===== src/rtl/intr_resolve_pkg.sv =====
/*
  constants, source table and carrier types for the interrupt vector resolver.
  assumes request and field inputs arrive from logic on the same clock.
*/
package intr_resolve_pkg;

  localparam int NUM_SRC    = 17;
  localparam int NUM_FIELD  = 9;
  localparam int FIELD_W    = 3;
  localparam int LVL_W      = 4;
  localparam int VEC_W      = 8;
  localparam int ADDR_W     = 16;
  localparam int IDX_W      = 5;
  localparam int FSEL_W     = 4;
  localparam int ADDR_SHIFT = 2;

  // source index; index order equals vector order
  localparam int SRC_NMI  = 0;
  localparam int SRC_EXT0 = 1;
  localparam int SRC_ADC  = 11;

  localparam logic [LVL_W-1:0] NMI_LEVEL = 4'h8;

  // vector number of each source, index 16 first
  localparam logic [NUM_SRC-1:0][VEC_W-1:0] SRC_VECTOR = {
    8'h24, 8'h23, 8'h22, 8'h21, 8'h20, 8'h1C, 8'h19, 8'h18,
    8'h17, 8'h16, 8'h15, 8'h14, 8'h13, 8'h12, 8'h11, 8'h10, 8'h07};

  // module priority field serving each source, index 16 first
  localparam logic [NUM_SRC-1:0][FSEL_W-1:0] SRC_FIELD = {
    4'h8, 4'h8, 4'h8, 4'h8, 4'h8, 4'h7, 4'h6, 4'h5,
    4'h4, 4'h4, 4'h3, 4'h3, 4'h2, 4'h2, 4'h1, 4'h0, 4'h0};

  // sources allowed to start the transfer controller
  localparam logic [NUM_SRC-1:0] XFER_CAPABLE = 17'h0FBFE;

  // system vectors below 16 that are never produced
  localparam logic [15:0] RESERVED_VEC_MASK = 16'hF05E;

  localparam logic [VEC_W-1:0] VEC_EXT_FIRST = 8'h10;
  localparam logic [VEC_W-1:0] VEC_EXT_LAST  = 8'h17;
  localparam logic [VEC_W-1:0] VEC_LOW_END   = 8'h10;

  // packed so that bit i is source index i
  typedef struct packed {
    logic       timer0_overflow_request;
    logic [3:0] timer0_capture_match_request;
    logic       conversion_end_request;
    logic       watchdog_interval_request;
    logic       software_transfer_end_request;
    logic [7:0] external_request_line;
    logic       nmi_request;
  } src_req_t;

  typedef struct packed {
    logic              valid;
    logic [VEC_W-1:0]  num;
    logic [ADDR_W-1:0] addr;
    logic [LVL_W-1:0]  level;
  } grant_t;

  typedef logic [NUM_FIELD-1:0][FIELD_W-1:0] field_set_t;

endpackage


===== src/rtl/priority_pick.sv =====
/*
  combinational pick of the highest level among pending requests.
  ties go to the lowest index; caller orders indices by vector number.
*/
`timescale 1ns/1ps
module priority_pick #(
  parameter int N     = 17,
  parameter int LVL_W = 4,
  parameter int IDX_W = 5
) (
  input  wire logic [N-1:0]            req_i,
  input  wire logic [N-1:0][LVL_W-1:0] level_i,
  output logic                         found_o,
  output logic [IDX_W-1:0]             idx_o,
  output logic [LVL_W-1:0]             level_o
);

  always_comb begin
    found_o = 1'b0;
    idx_o   = '0;
    level_o = '0;
    for (int i = 0; i < N; i++) begin
      if (req_i[i] && (!found_o || level_i[i] > level_o)) begin
        found_o = 1'b1;
        idx_o   = IDX_W'(i);
        level_o = level_i[i];
      end
    end
  end

endmodule // priority_pick


===== src/rtl/intr_vector_resolver.sv =====
/*
  interrupt vector priority resolver: ranks pending sources into one cpu
  winner and one transfer controller winner, with vector number and address.
  assumes edge/level detection, enables and flags live upstream on core_clk_i.
*/
// Summary of operation
// - vector address is four times vector number
// - default: smaller vector number wins
// - programmed module levels rank before fixed order
// - equal levels: lower-numbered module wins
// - within one module, fixed vector order
// - only capable sources may start transfer controller
// - external lines 0-7 map to vectors 16-23
// - conversion end on vector 28, may start transfers
// - reserved system vectors are never produced
// - nmi vector 7, level 8, ignores mask
// - each field sets one of eight levels
// - transfer starts ignore cpu mask
`timescale 1ns/1ps
module intr_vector_resolver
  import intr_resolve_pkg::*;
(
  input  wire logic       core_clk_i,
  input  wire logic       resetn_i,
  input  wire src_req_t   src_req_i,
  input  wire src_req_t   xfer_enable_i,
  input  wire field_set_t module_priority_field_i,
  input  wire logic [2:0] cpu_mask_level_i,
  output grant_t          cpu_grant_o,
  output grant_t          xfer_grant_o
);

  logic [NUM_SRC-1:0][LVL_W-1:0] level;
  logic [NUM_SRC-1:0]            req_vec;
  logic [NUM_SRC-1:0]            xfer_cand;
  logic [NUM_SRC-1:0]            cpu_cand;
  logic                          cpu_found;
  logic                          xfer_found;
  logic [IDX_W-1:0]              cpu_idx;
  logic [IDX_W-1:0]              xfer_idx;
  logic [LVL_W-1:0]              cpu_lvl;
  logic [LVL_W-1:0]              xfer_lvl;
  grant_t                        next_cpu_grant;
  grant_t                        next_xfer_grant;

  assign req_vec = src_req_i;

  // per-source level from its module field; nmi fixed at NMI_LEVEL
  always_comb begin
    for (int i = 0; i < NUM_SRC; i++) begin
      if (i == SRC_NMI) begin
        level[i] = NMI_LEVEL;
      end else begin
        level[i] = {1'b0, module_priority_field_i[SRC_FIELD[i]]};
      end
    end
  end

  // split requests between transfer controller and cpu
  assign xfer_cand = req_vec & xfer_enable_i & XFER_CAPABLE;

  always_comb begin
    for (int i = 0; i < NUM_SRC; i++) begin
      cpu_cand[i] = req_vec[i] && !xfer_cand[i] &&
                    (i == SRC_NMI || level[i] > {1'b0, cpu_mask_level_i});
    end
  end

  // level first, then vector order
  priority_pick #(.N(NUM_SRC), .LVL_W(LVL_W), .IDX_W(IDX_W)) u_pick_cpu (
    .req_i   (cpu_cand),
    .level_i (level),
    .found_o (cpu_found),
    .idx_o   (cpu_idx),
    .level_o (cpu_lvl)
  );

  // mask plays no part here
  priority_pick #(.N(NUM_SRC), .LVL_W(LVL_W), .IDX_W(IDX_W)) u_pick_xfer (
    .req_i   (xfer_cand),
    .level_i (level),
    .found_o (xfer_found),
    .idx_o   (xfer_idx),
    .level_o (xfer_lvl)
  );

  always_comb begin
    next_cpu_grant       = '0;
    next_cpu_grant.valid = cpu_found;
    if (cpu_found) begin
      next_cpu_grant.num   = SRC_VECTOR[cpu_idx];
      next_cpu_grant.addr  = ADDR_W'(SRC_VECTOR[cpu_idx]) << ADDR_SHIFT;
      next_cpu_grant.level = cpu_lvl;
    end
  end

  always_comb begin
    next_xfer_grant       = '0;
    next_xfer_grant.valid = xfer_found;
    if (xfer_found) begin
      next_xfer_grant.num   = SRC_VECTOR[xfer_idx];
      next_xfer_grant.addr  = ADDR_W'(SRC_VECTOR[xfer_idx]) << ADDR_SHIFT;
      next_xfer_grant.level = xfer_lvl;
    end
  end

  // cpu winner register
  always_ff @(posedge core_clk_i) begin
    if (!resetn_i) begin
      cpu_grant_o <= '0;
    end else begin
      cpu_grant_o <= next_cpu_grant;
    end
  end

  // transfer controller winner register
  always_ff @(posedge core_clk_i) begin
    if (!resetn_i) begin
      xfer_grant_o <= '0;
    end else begin
      xfer_grant_o <= next_xfer_grant;
    end
  end

  logic [7:0] past_ext;
  always_ff @(posedge core_clk_i) begin
    past_ext <= src_req_i.external_request_line;
  end
endmodule // intr_vector_resolver


===== config.mk =====
export PLATFORM = sky130hd
export DESIGN_NAME = intr_vector_resolver
export DESIGN_NICKNAME = d
export VERILOG_FILES = /design/src/rtl/intr_resolve_pkg.sv /design/src/rtl/priority_pick.sv /design/src/rtl/intr_vector_resolver.sv
export SDC_FILE = /design/constraint.sdc
export NUM_CORES = 1
export LEC_CHECK = 0
export ABC_AREA = 1
export BUFFER_PORTS_ARGS = -buffer_cell sky130_fd_sc_hd__buf_2
export CORE_MARGIN = 4
export CORE_UTILIZATION = 52
export DETAILED_ROUTE_END_ITERATION = 10
export HOLD_SLACK_MARGIN = 0.1
export PLACE_DENSITY_LB_ADDON = 0.25
export SETUP_SLACK_MARGIN = 0.4
export SYNTH_ARGS = -nofsm -noshare
export SYNTH_HDL_FRONTEND = slang
export SYNTH_SLANG_ARGS = --single-unit

===== constraint.sdc =====
create_clock -name core_clk_i -period 17.4 [get_ports core_clk_i]
set_input_delay 0 -clock core_clk_i [delete_from_list [all_inputs] [get_ports core_clk_i]]
set_output_delay 0 -clock core_clk_i [all_outputs]
set_load 0.05 [all_outputs]

After elaboration in Yosys (flattened, before gate mapping)
Memory sizes are Yosys's and may differ from the RTL's. A register that Yosys moved wholly into a read port is not among the register bits.
Index checks and enable logic that the tools add are counted.
{"block": "totals", "input_bits": 66, "mem_count": 2, "register_bits": 26, "elab_cells": 281, "out_inout_bits": 58, "romBits": 512}
{"name": "(no name shown)", "depth": 32, "width": 8, "rd": 1, "rd_ports_with_merged_regs": 1, "write_ports": 0, "line_no": "intr_vector_resolver.sv:91", "rtl": "next_cpu_grant.num = SRC_VECTOR[cpu_idx];"}
{"name": "(no name shown)", "depth": 32, "width": 8, "rd": 1, "rd_ports_with_merged_regs": 1, "write_ports": 0, "line_no": "intr_vector_resolver.sv:101", "rtl": "next_xfer_grant.num = SRC_VECTOR[xfer_idx];"}
{"block": "op_classes", "mux": 92, "n_lt_le_gt_ge": 38, "bitwise_logic": 4, "reduce_logical": 137}
{"cell": "4-bit 2-to-1 mux", "n": 31}
{"cell": "3-bit 2-to-1 mux", "n": 23}
{"cell": "3-bit > comparator", "n": 22}
{"cell": "3-bit by 4-bit > comparator with 1-bit output", "n": 16}
{"cell": "1-bit logical AND", "n": 59}
{"cell": "1-bit zero test", "n": 45}
{"cell": "1-bit 2-to-1 mux", "n": 33}
{"cell": "1-bit logical OR", "n": 29}
{"cell": "16-bit bitwise AND", "n": 1}
{"cell": "2-bit 2-to-1 mux", "n": 4}
{"cell": "3-bit OR reduction", "n": 2}
{"cell": "5-bit 2-to-1 mux", "n": 1}
{"cell": "2-bit AND reduction", "n": 2}
{"cell": "1-bit inverter", "n": 3}

Longest topological paths before layout
{"block": "depth", "ltp_word": 68, "mapped_depth": 157, "depth_no_buf": 156}

Cells and area by module
A second synthesis with hierarchy kept.
{"block": "hier_totals", "cells_unflattened": 1371, "area_unflattened_um2": 8061.5}
{"mod": "priority_pick (u_pick_xfer)", "cells_each": 554, "area_each_um2": 3099.2, "seq_area_each_um2": 0.0, "instances": 1}
{"mod": "priority_pick (u_pick_cpu)", "cells_each": 530, "area_each_um2": 2969.1, "seq_area_each_um2": 0.0, "instances": 1}
{"mod": "intr_vector_resolver", "cells_each": 287, "area_each_um2": 1993.2, "seq_area_each_um2": 440.4, "instances": 1}

Worst setup path before layout
No wires, ideal clock.
{"block": "synth_path", "path_type": "input-to-reg", "startpoint": "input cpu_mask_level_i[2]", "endpoint": "register cpu_grant_o[22] (netlist name)", "arrival_ns": 17.435, "setup_time_ns": 0.070, "n_path_buf": 1, "required_time_ns": 17.330, "stages": 150, "slack_ns": -0.105, "path_cell_list": "inv_1 -> ha_1 -> nand3_1 -> nand2_1 -> inv_2 -> nand3_1 -> nor2_1 -> inv_1 -> ha_1 -> nand3_1 -> nand2_1 -> inv_1 -> nand2_1 -> nand2_1 -> nand2_1 -> nand2_1 -> nand2_1 -> ha_1 -> (+114 left out) -> o211ai_1 -> a21oi_4 -> inv_2 -> nand3_1 -> and2_1 -> ha_1 -> inv_1 -> nor2_1 -> o21a_1 -> o21ai_0 -> o21ai_1 -> nand2_1 -> buf_6 -> nand2_1 -> ha_1 -> nor2_1 -> nor2_1 -> a21oi_1"}
{"block": "synth_between", "elab_chain_len": 66, "elab_cells_between_ends": 135, "cone_classes": "24 x order compare; 47 x mux; 64 x reduce/logical"}
{"item": "start: declaration", "line_no": "intr_vector_resolver.sv:28", "rtl": "input wire logic [2:0] cpu_mask_level_i,"}
{"item": "3-bit > comparator", "line_no": "intr_vector_resolver.sv:65", "rtl": "(i == SRC_NMI || level[i] > {1'b0, cpu_mask_level_i});"}
{"item": "1-bit logical AND", "line_no": "intr_vector_resolver.sv:64", "rtl": "cpu_cand[i] = req_vec[i] && !xfer_cand[i] &&"}
{"item": "1-bit logical AND", "line_no": "priority_pick.sv:23", "rtl": "if (req_i[i] && (!found_o || level_i[i] > level_o)) begin"}
{"item": "4-bit 2-to-1 mux or 1-bit 2-to-1 mux (tied branches)", "line_no": "priority_pick.sv:23"}
{"item": "3-bit by 4-bit > comparator with 1-bit output or 1-bit zero test (tied branches)", "line_no": "priority_pick.sv:23"}
{"item": "1-bit logical OR", "line_no": "priority_pick.sv:23"}
{"item": "1-bit logical AND", "line_no": "priority_pick.sv:23"}
{"item": "4-bit 2-to-1 mux or 1-bit 2-to-1 mux (tied branches)", "line_no": "priority_pick.sv:23"}
{"item": "(+50 left out)"}
{"item": "1-bit logical AND", "line_no": "priority_pick.sv:23"}
{"item": "4-bit 2-to-1 mux or 1-bit 2-to-1 mux (tied branches)", "line_no": "priority_pick.sv:23"}
{"item": "3-bit by 4-bit > comparator with 1-bit output or 1-bit zero test (tied branches)", "line_no": "priority_pick.sv:23"}
{"item": "1-bit logical OR", "line_no": "priority_pick.sv:23"}
{"item": "1-bit logical AND", "line_no": "priority_pick.sv:23"}
{"item": "1-bit 2-to-1 mux", "line_no": "priority_pick.sv:23"}
{"item": "2-bit AND reduction (no line)"}
{"item": "1-bit zero test (no line)"}
Parallel ways exist; a longest one is shown, timed or not.
A chain may end at the register's enable or synchronous reset.

Final worst setup path
{"block": "layout_path", "startpoint": "input cpu_mask_level_i[2]", "endpoint": "register cpu_grant_o[22] (netlist name)"}
{"block": "layout_between", "elab_chain_len": 66, "elab_cells_between_ends": 135, "cone_classes": "24 x order compare; 47 x mux; 64 x reduce/logical"}
{"item": "3-bit > comparator", "line_no": "intr_vector_resolver.sv:65"}
{"item": "1-bit logical AND", "line_no": "intr_vector_resolver.sv:64"}
{"item": "1-bit logical AND", "line_no": "priority_pick.sv:23"}
{"item": "4-bit 2-to-1 mux or 1-bit 2-to-1 mux (tied branches)", "line_no": "priority_pick.sv:23"}
{"item": "3-bit by 4-bit > comparator with 1-bit output or 1-bit zero test (tied branches)", "line_no": "priority_pick.sv:23"}
{"item": "1-bit logical OR", "line_no": "priority_pick.sv:23"}
{"item": "1-bit logical AND", "line_no": "priority_pick.sv:23"}
{"item": "4-bit 2-to-1 mux or 1-bit 2-to-1 mux (tied branches)", "line_no": "priority_pick.sv:23"}
{"item": "(+50 left out)"}
{"item": "1-bit logical AND", "line_no": "priority_pick.sv:23"}
{"item": "4-bit 2-to-1 mux or 1-bit 2-to-1 mux (tied branches)", "line_no": "priority_pick.sv:23"}
{"item": "3-bit by 4-bit > comparator with 1-bit output or 1-bit zero test (tied branches)", "line_no": "priority_pick.sv:23"}
{"item": "1-bit logical OR", "line_no": "priority_pick.sv:23"}
{"item": "1-bit logical AND", "line_no": "priority_pick.sv:23"}
{"item": "1-bit 2-to-1 mux", "line_no": "priority_pick.sv:23"}
{"item": "2-bit AND reduction (no line)"}
{"item": "1-bit zero test (no line)"}
Parallel ways exist; a longest one is shown, timed or not.

==> results.sh <==
export IMPL_outcome="finished, violations left"
export IMPL_violations="negative setup slack"
export IMPL_htree_levels=1
export IMPL_fmax_ghz=0.0549
export IMPL_worst_slack_ps=-802
export IMPL_layout_commonest_cell="nand2_1"
export IMPL_rows=37
export IMPL_fin_area_um2=8140
export IMPL_clkTransAtPathRegs_ps=70
export IMPL_grt_pass1_wl_mm=25.2
export IMPL_place_congestion=0.875
export IMPL_max_vdd_ir_drop_mv=0.0972
export IMPL_grt_setup_unrepaired="true"
export IMPL_placed_cells=1265
export IMPL_nets=1353
export IMPL_leakage_nw=4.56
export IMPL_ctsHoldBuffers=0
export IMPL_powerDensity_nw_per_um2=89.6
export IMPL_drt_total_wl_mm=18.9
export IMPL_hold_path_depth=3
export IMPL_pre_cts_ws_ps=-961
export IMPL_cpMaxStageDelayCell="ha_1"
export IMPL_final_cells=1307
export IMPL_start_util_pct=53.8
export IMPL_drv_slew=0
export IMPL_grt_max_degree=16
export IMPL_netSwitchingPower_mw=0.408
export IMPL_comb_power_share_pct=86.4
export IMPL_cts_buffers=3
export IMPL_ys_seq_area_share_pct=7.51
export IMPL_track_usage_pct=23.1
export IMPL_synth_distinct_cells=39
export IMPL_hold_path_class="in -> reg"
export IMPL_via_count=6983
export IMPL_hpwl_mm=12.7
export IMPL_cts_root_buffer="clkbuf_8"
export IMPL_synth_edf_count=0
export IMPL_period_minus_slack_ps=18200
export IMPL_die_x_um=112
export IMPL_grt_pass1_vias=6003
export IMPL_drive_gt1_share_pct=39.2
export IMPL_n_fill_cell=738
export IMPL_fin_crit_sh_pct=105
export IMPL_synth_area_per_cell_um2=5.93
export IMPL_worstSetupPathType="in -> reg"
export IMPL_finalHoldViolCount=0
export IMPL_setup_viol=10
export IMPL_crit_buf_inv=23
export IMPL_ant_nets=0
export IMPL_drv_cap=0
export IMPL_fin_total_pwr_mw=0.729
export IMPL_arrival_ps=18330
export IMPL_fp_dieArea_um2=12500
export IMPL_worstPathRequired_ps=17530
export IMPL_worst_path_stages=147
export IMPL_start_kind="input pin"
export IMPL_drc=0
export IMPL_swShare_pct=56.0
export IMPL_layout_common_cells="223 x nand2_1, 132 x buf_4, 111 x inv_1"
export IMPL_path_common_cell="nand2_2"
export IMPL_netlist_area_um2=5600
export IMPL_hold_slack_ps=140
export IMPL_clk_path_buf_depth=2
export IMPL_synth_seq_cells=21
export IMPL_vias_per_cell=5.34
export IMPL_postSynthCellCount=944
export IMPL_worstMarginPinSlew_ps=580
export IMPL_end_kind="flip-flop"
export IMPL_grt_ovfl_total=0
export IMPL_ios=124
export IMPL_diodes=0
export IMPL_p_clk_share_pct=4.2
export IMPL_p_seq_share_pct=9.3
export IMPL_max_stage_delay_ps=330
export IMPL_tritoncts="done"
export IMPL_synth_main_ff_cell="dfxtp_1"
export IMPL_placed_area_um2=6890
export IMPL_cp_max_fo=7
export IMPL_synthArstFlopShare_pct=0
export IMPL_die_y_um=112
export IMPL_maxSlewHeadroom_pct=61.3
export IMPL_portBuffers=95
export IMPL_clkSinkCount=21
export IMPL_wl_per_cell_um=14.4
export IMPL_first_iter_violations=471
export IMPL_dr_pass1_iters=6
export IMPL_syn_to_final_growth_pct=45.3
export IMPL_crit_family="simple AND/OR/NAND/NOR gates"
export IMPL_core_area_um2=10400
export IMPL_antenna_found_initial=0
export IMPL_intPower_mw=0.321
export IMPL_yosysWarnings=0
[per-layer routing]
metal	GRT usage (%)	up-vias	part of all wire [%]
li1	-	3480	-
met1	30.2	3164	40
met5	0	-	0
met3	0.870	60	5.6
met2	41.6	279	51
met4	6.08	0	3.1
[worst paths after layout]
check                                  startpoint                         end  slack [ps]
worst max-delay path          cpu_mask_level_i[2]  cpu_grant_o[22]$_SDFF_PN0_        -800
worst min-delay path  module_priority_field_i[24]  xfer_grant_o[0]$_SDFF_PN0_         140
[per-stage QoR]
step	util (%)	TNS (ps)
after detailed placement	66.2	-7260
after CTS	68.4	-204
after global routing	78.1	-15550
after global placement	66.2	-1770
after floorplan	-	0
final	78.1	-6640
[final cells by class]
class	count	area, um^2	area share (%)
Multi-Input combinational cell	761	5330	65.5
Clock buffer	4	45.0	0.554
Inverter	146	558	6.86
Timing Repair Buffer	239	1610	19.8
Sequential cell	21	420	5.17
Tap cell	136	170	2.09
[logic make-up after synthesis]
kind of cell | count (synthesis) | share of synthesized area (%)
buffers and inverters | 186 | 15.2
other | 1 | 0.0670
AO/OA/AOI/OAI | 134 | 13.7
adder cells (fa/ha/maj) | 115 | 25.7
AND/OR/NAND/NOR | 487 | 37.8
flip-flops | 21 | 7.51
[sequential cells by signal (all words and copies together) (netlist names)]
signal        count
xfer_grant_o     10
cpu_grant_o      11
[worst min-delay path, delay by kind of cell]
family / cells / cell delay, ps
AOI/OAI and AO/OA: 2 / 200
buffers and inverters: 1 / 150
[synthesized netlist by cell type, types with 2 or more instances]
library cell | count | area (um^2)
nor3_1 | 10 | 50.1
nand4_1 | 2 | 12.5
o21ai_0 | 49 | 245
inv_1 | 140 | 526
nand3b_1 | 4 | 30.0
o21ai_1 | 13 | 65.1
and2_1 | 19 | 119
nor2_1 | 56 | 210
nor3b_1 | 2 | 15.0
a21oi_1 | 39 | 195
nand3_2 | 3 | 30.0
ha_1 | 115 | 1440
nand3_1 | 97 | 485
nor2_2 | 4 | 25.0
nand2_1 | 278 | 1040
nand2_2 | 4 | 25.0
a21oi_2 | 3 | 26.3
o21ai_2 | 4 | 35.0
o22ai_1 | 3 | 18.8
inv_2 | 5 | 18.8
dfxtp_1 | 21 | 420
buf_4 | 38 | 285
or2_2 | 3 | 18.8
o21a_1 | 12 | 90.1
o211ai_1 | 6 | 45.0
[timing repair]
action	CTS	global route
gates resized for setup	31	192
hold endpoints to repair	0	0
buffers inserted	11	27
endpoints found under the setup margin	10	14
pin swaps	17	128
[power groups by stage]
stage                     combinational [mW]  clock, mW  sequential (mW)
after floorplan                        0.341          0            0.124
after global placement                 0.504          0           0.0686
after detailed placement               0.516          0           0.0693
after CTS                              0.529     0.0308           0.0682
final                                  0.630     0.0309           0.0679
after global routing                   0.694     0.0333           0.0703
Power figures use the tool's default switching activity.
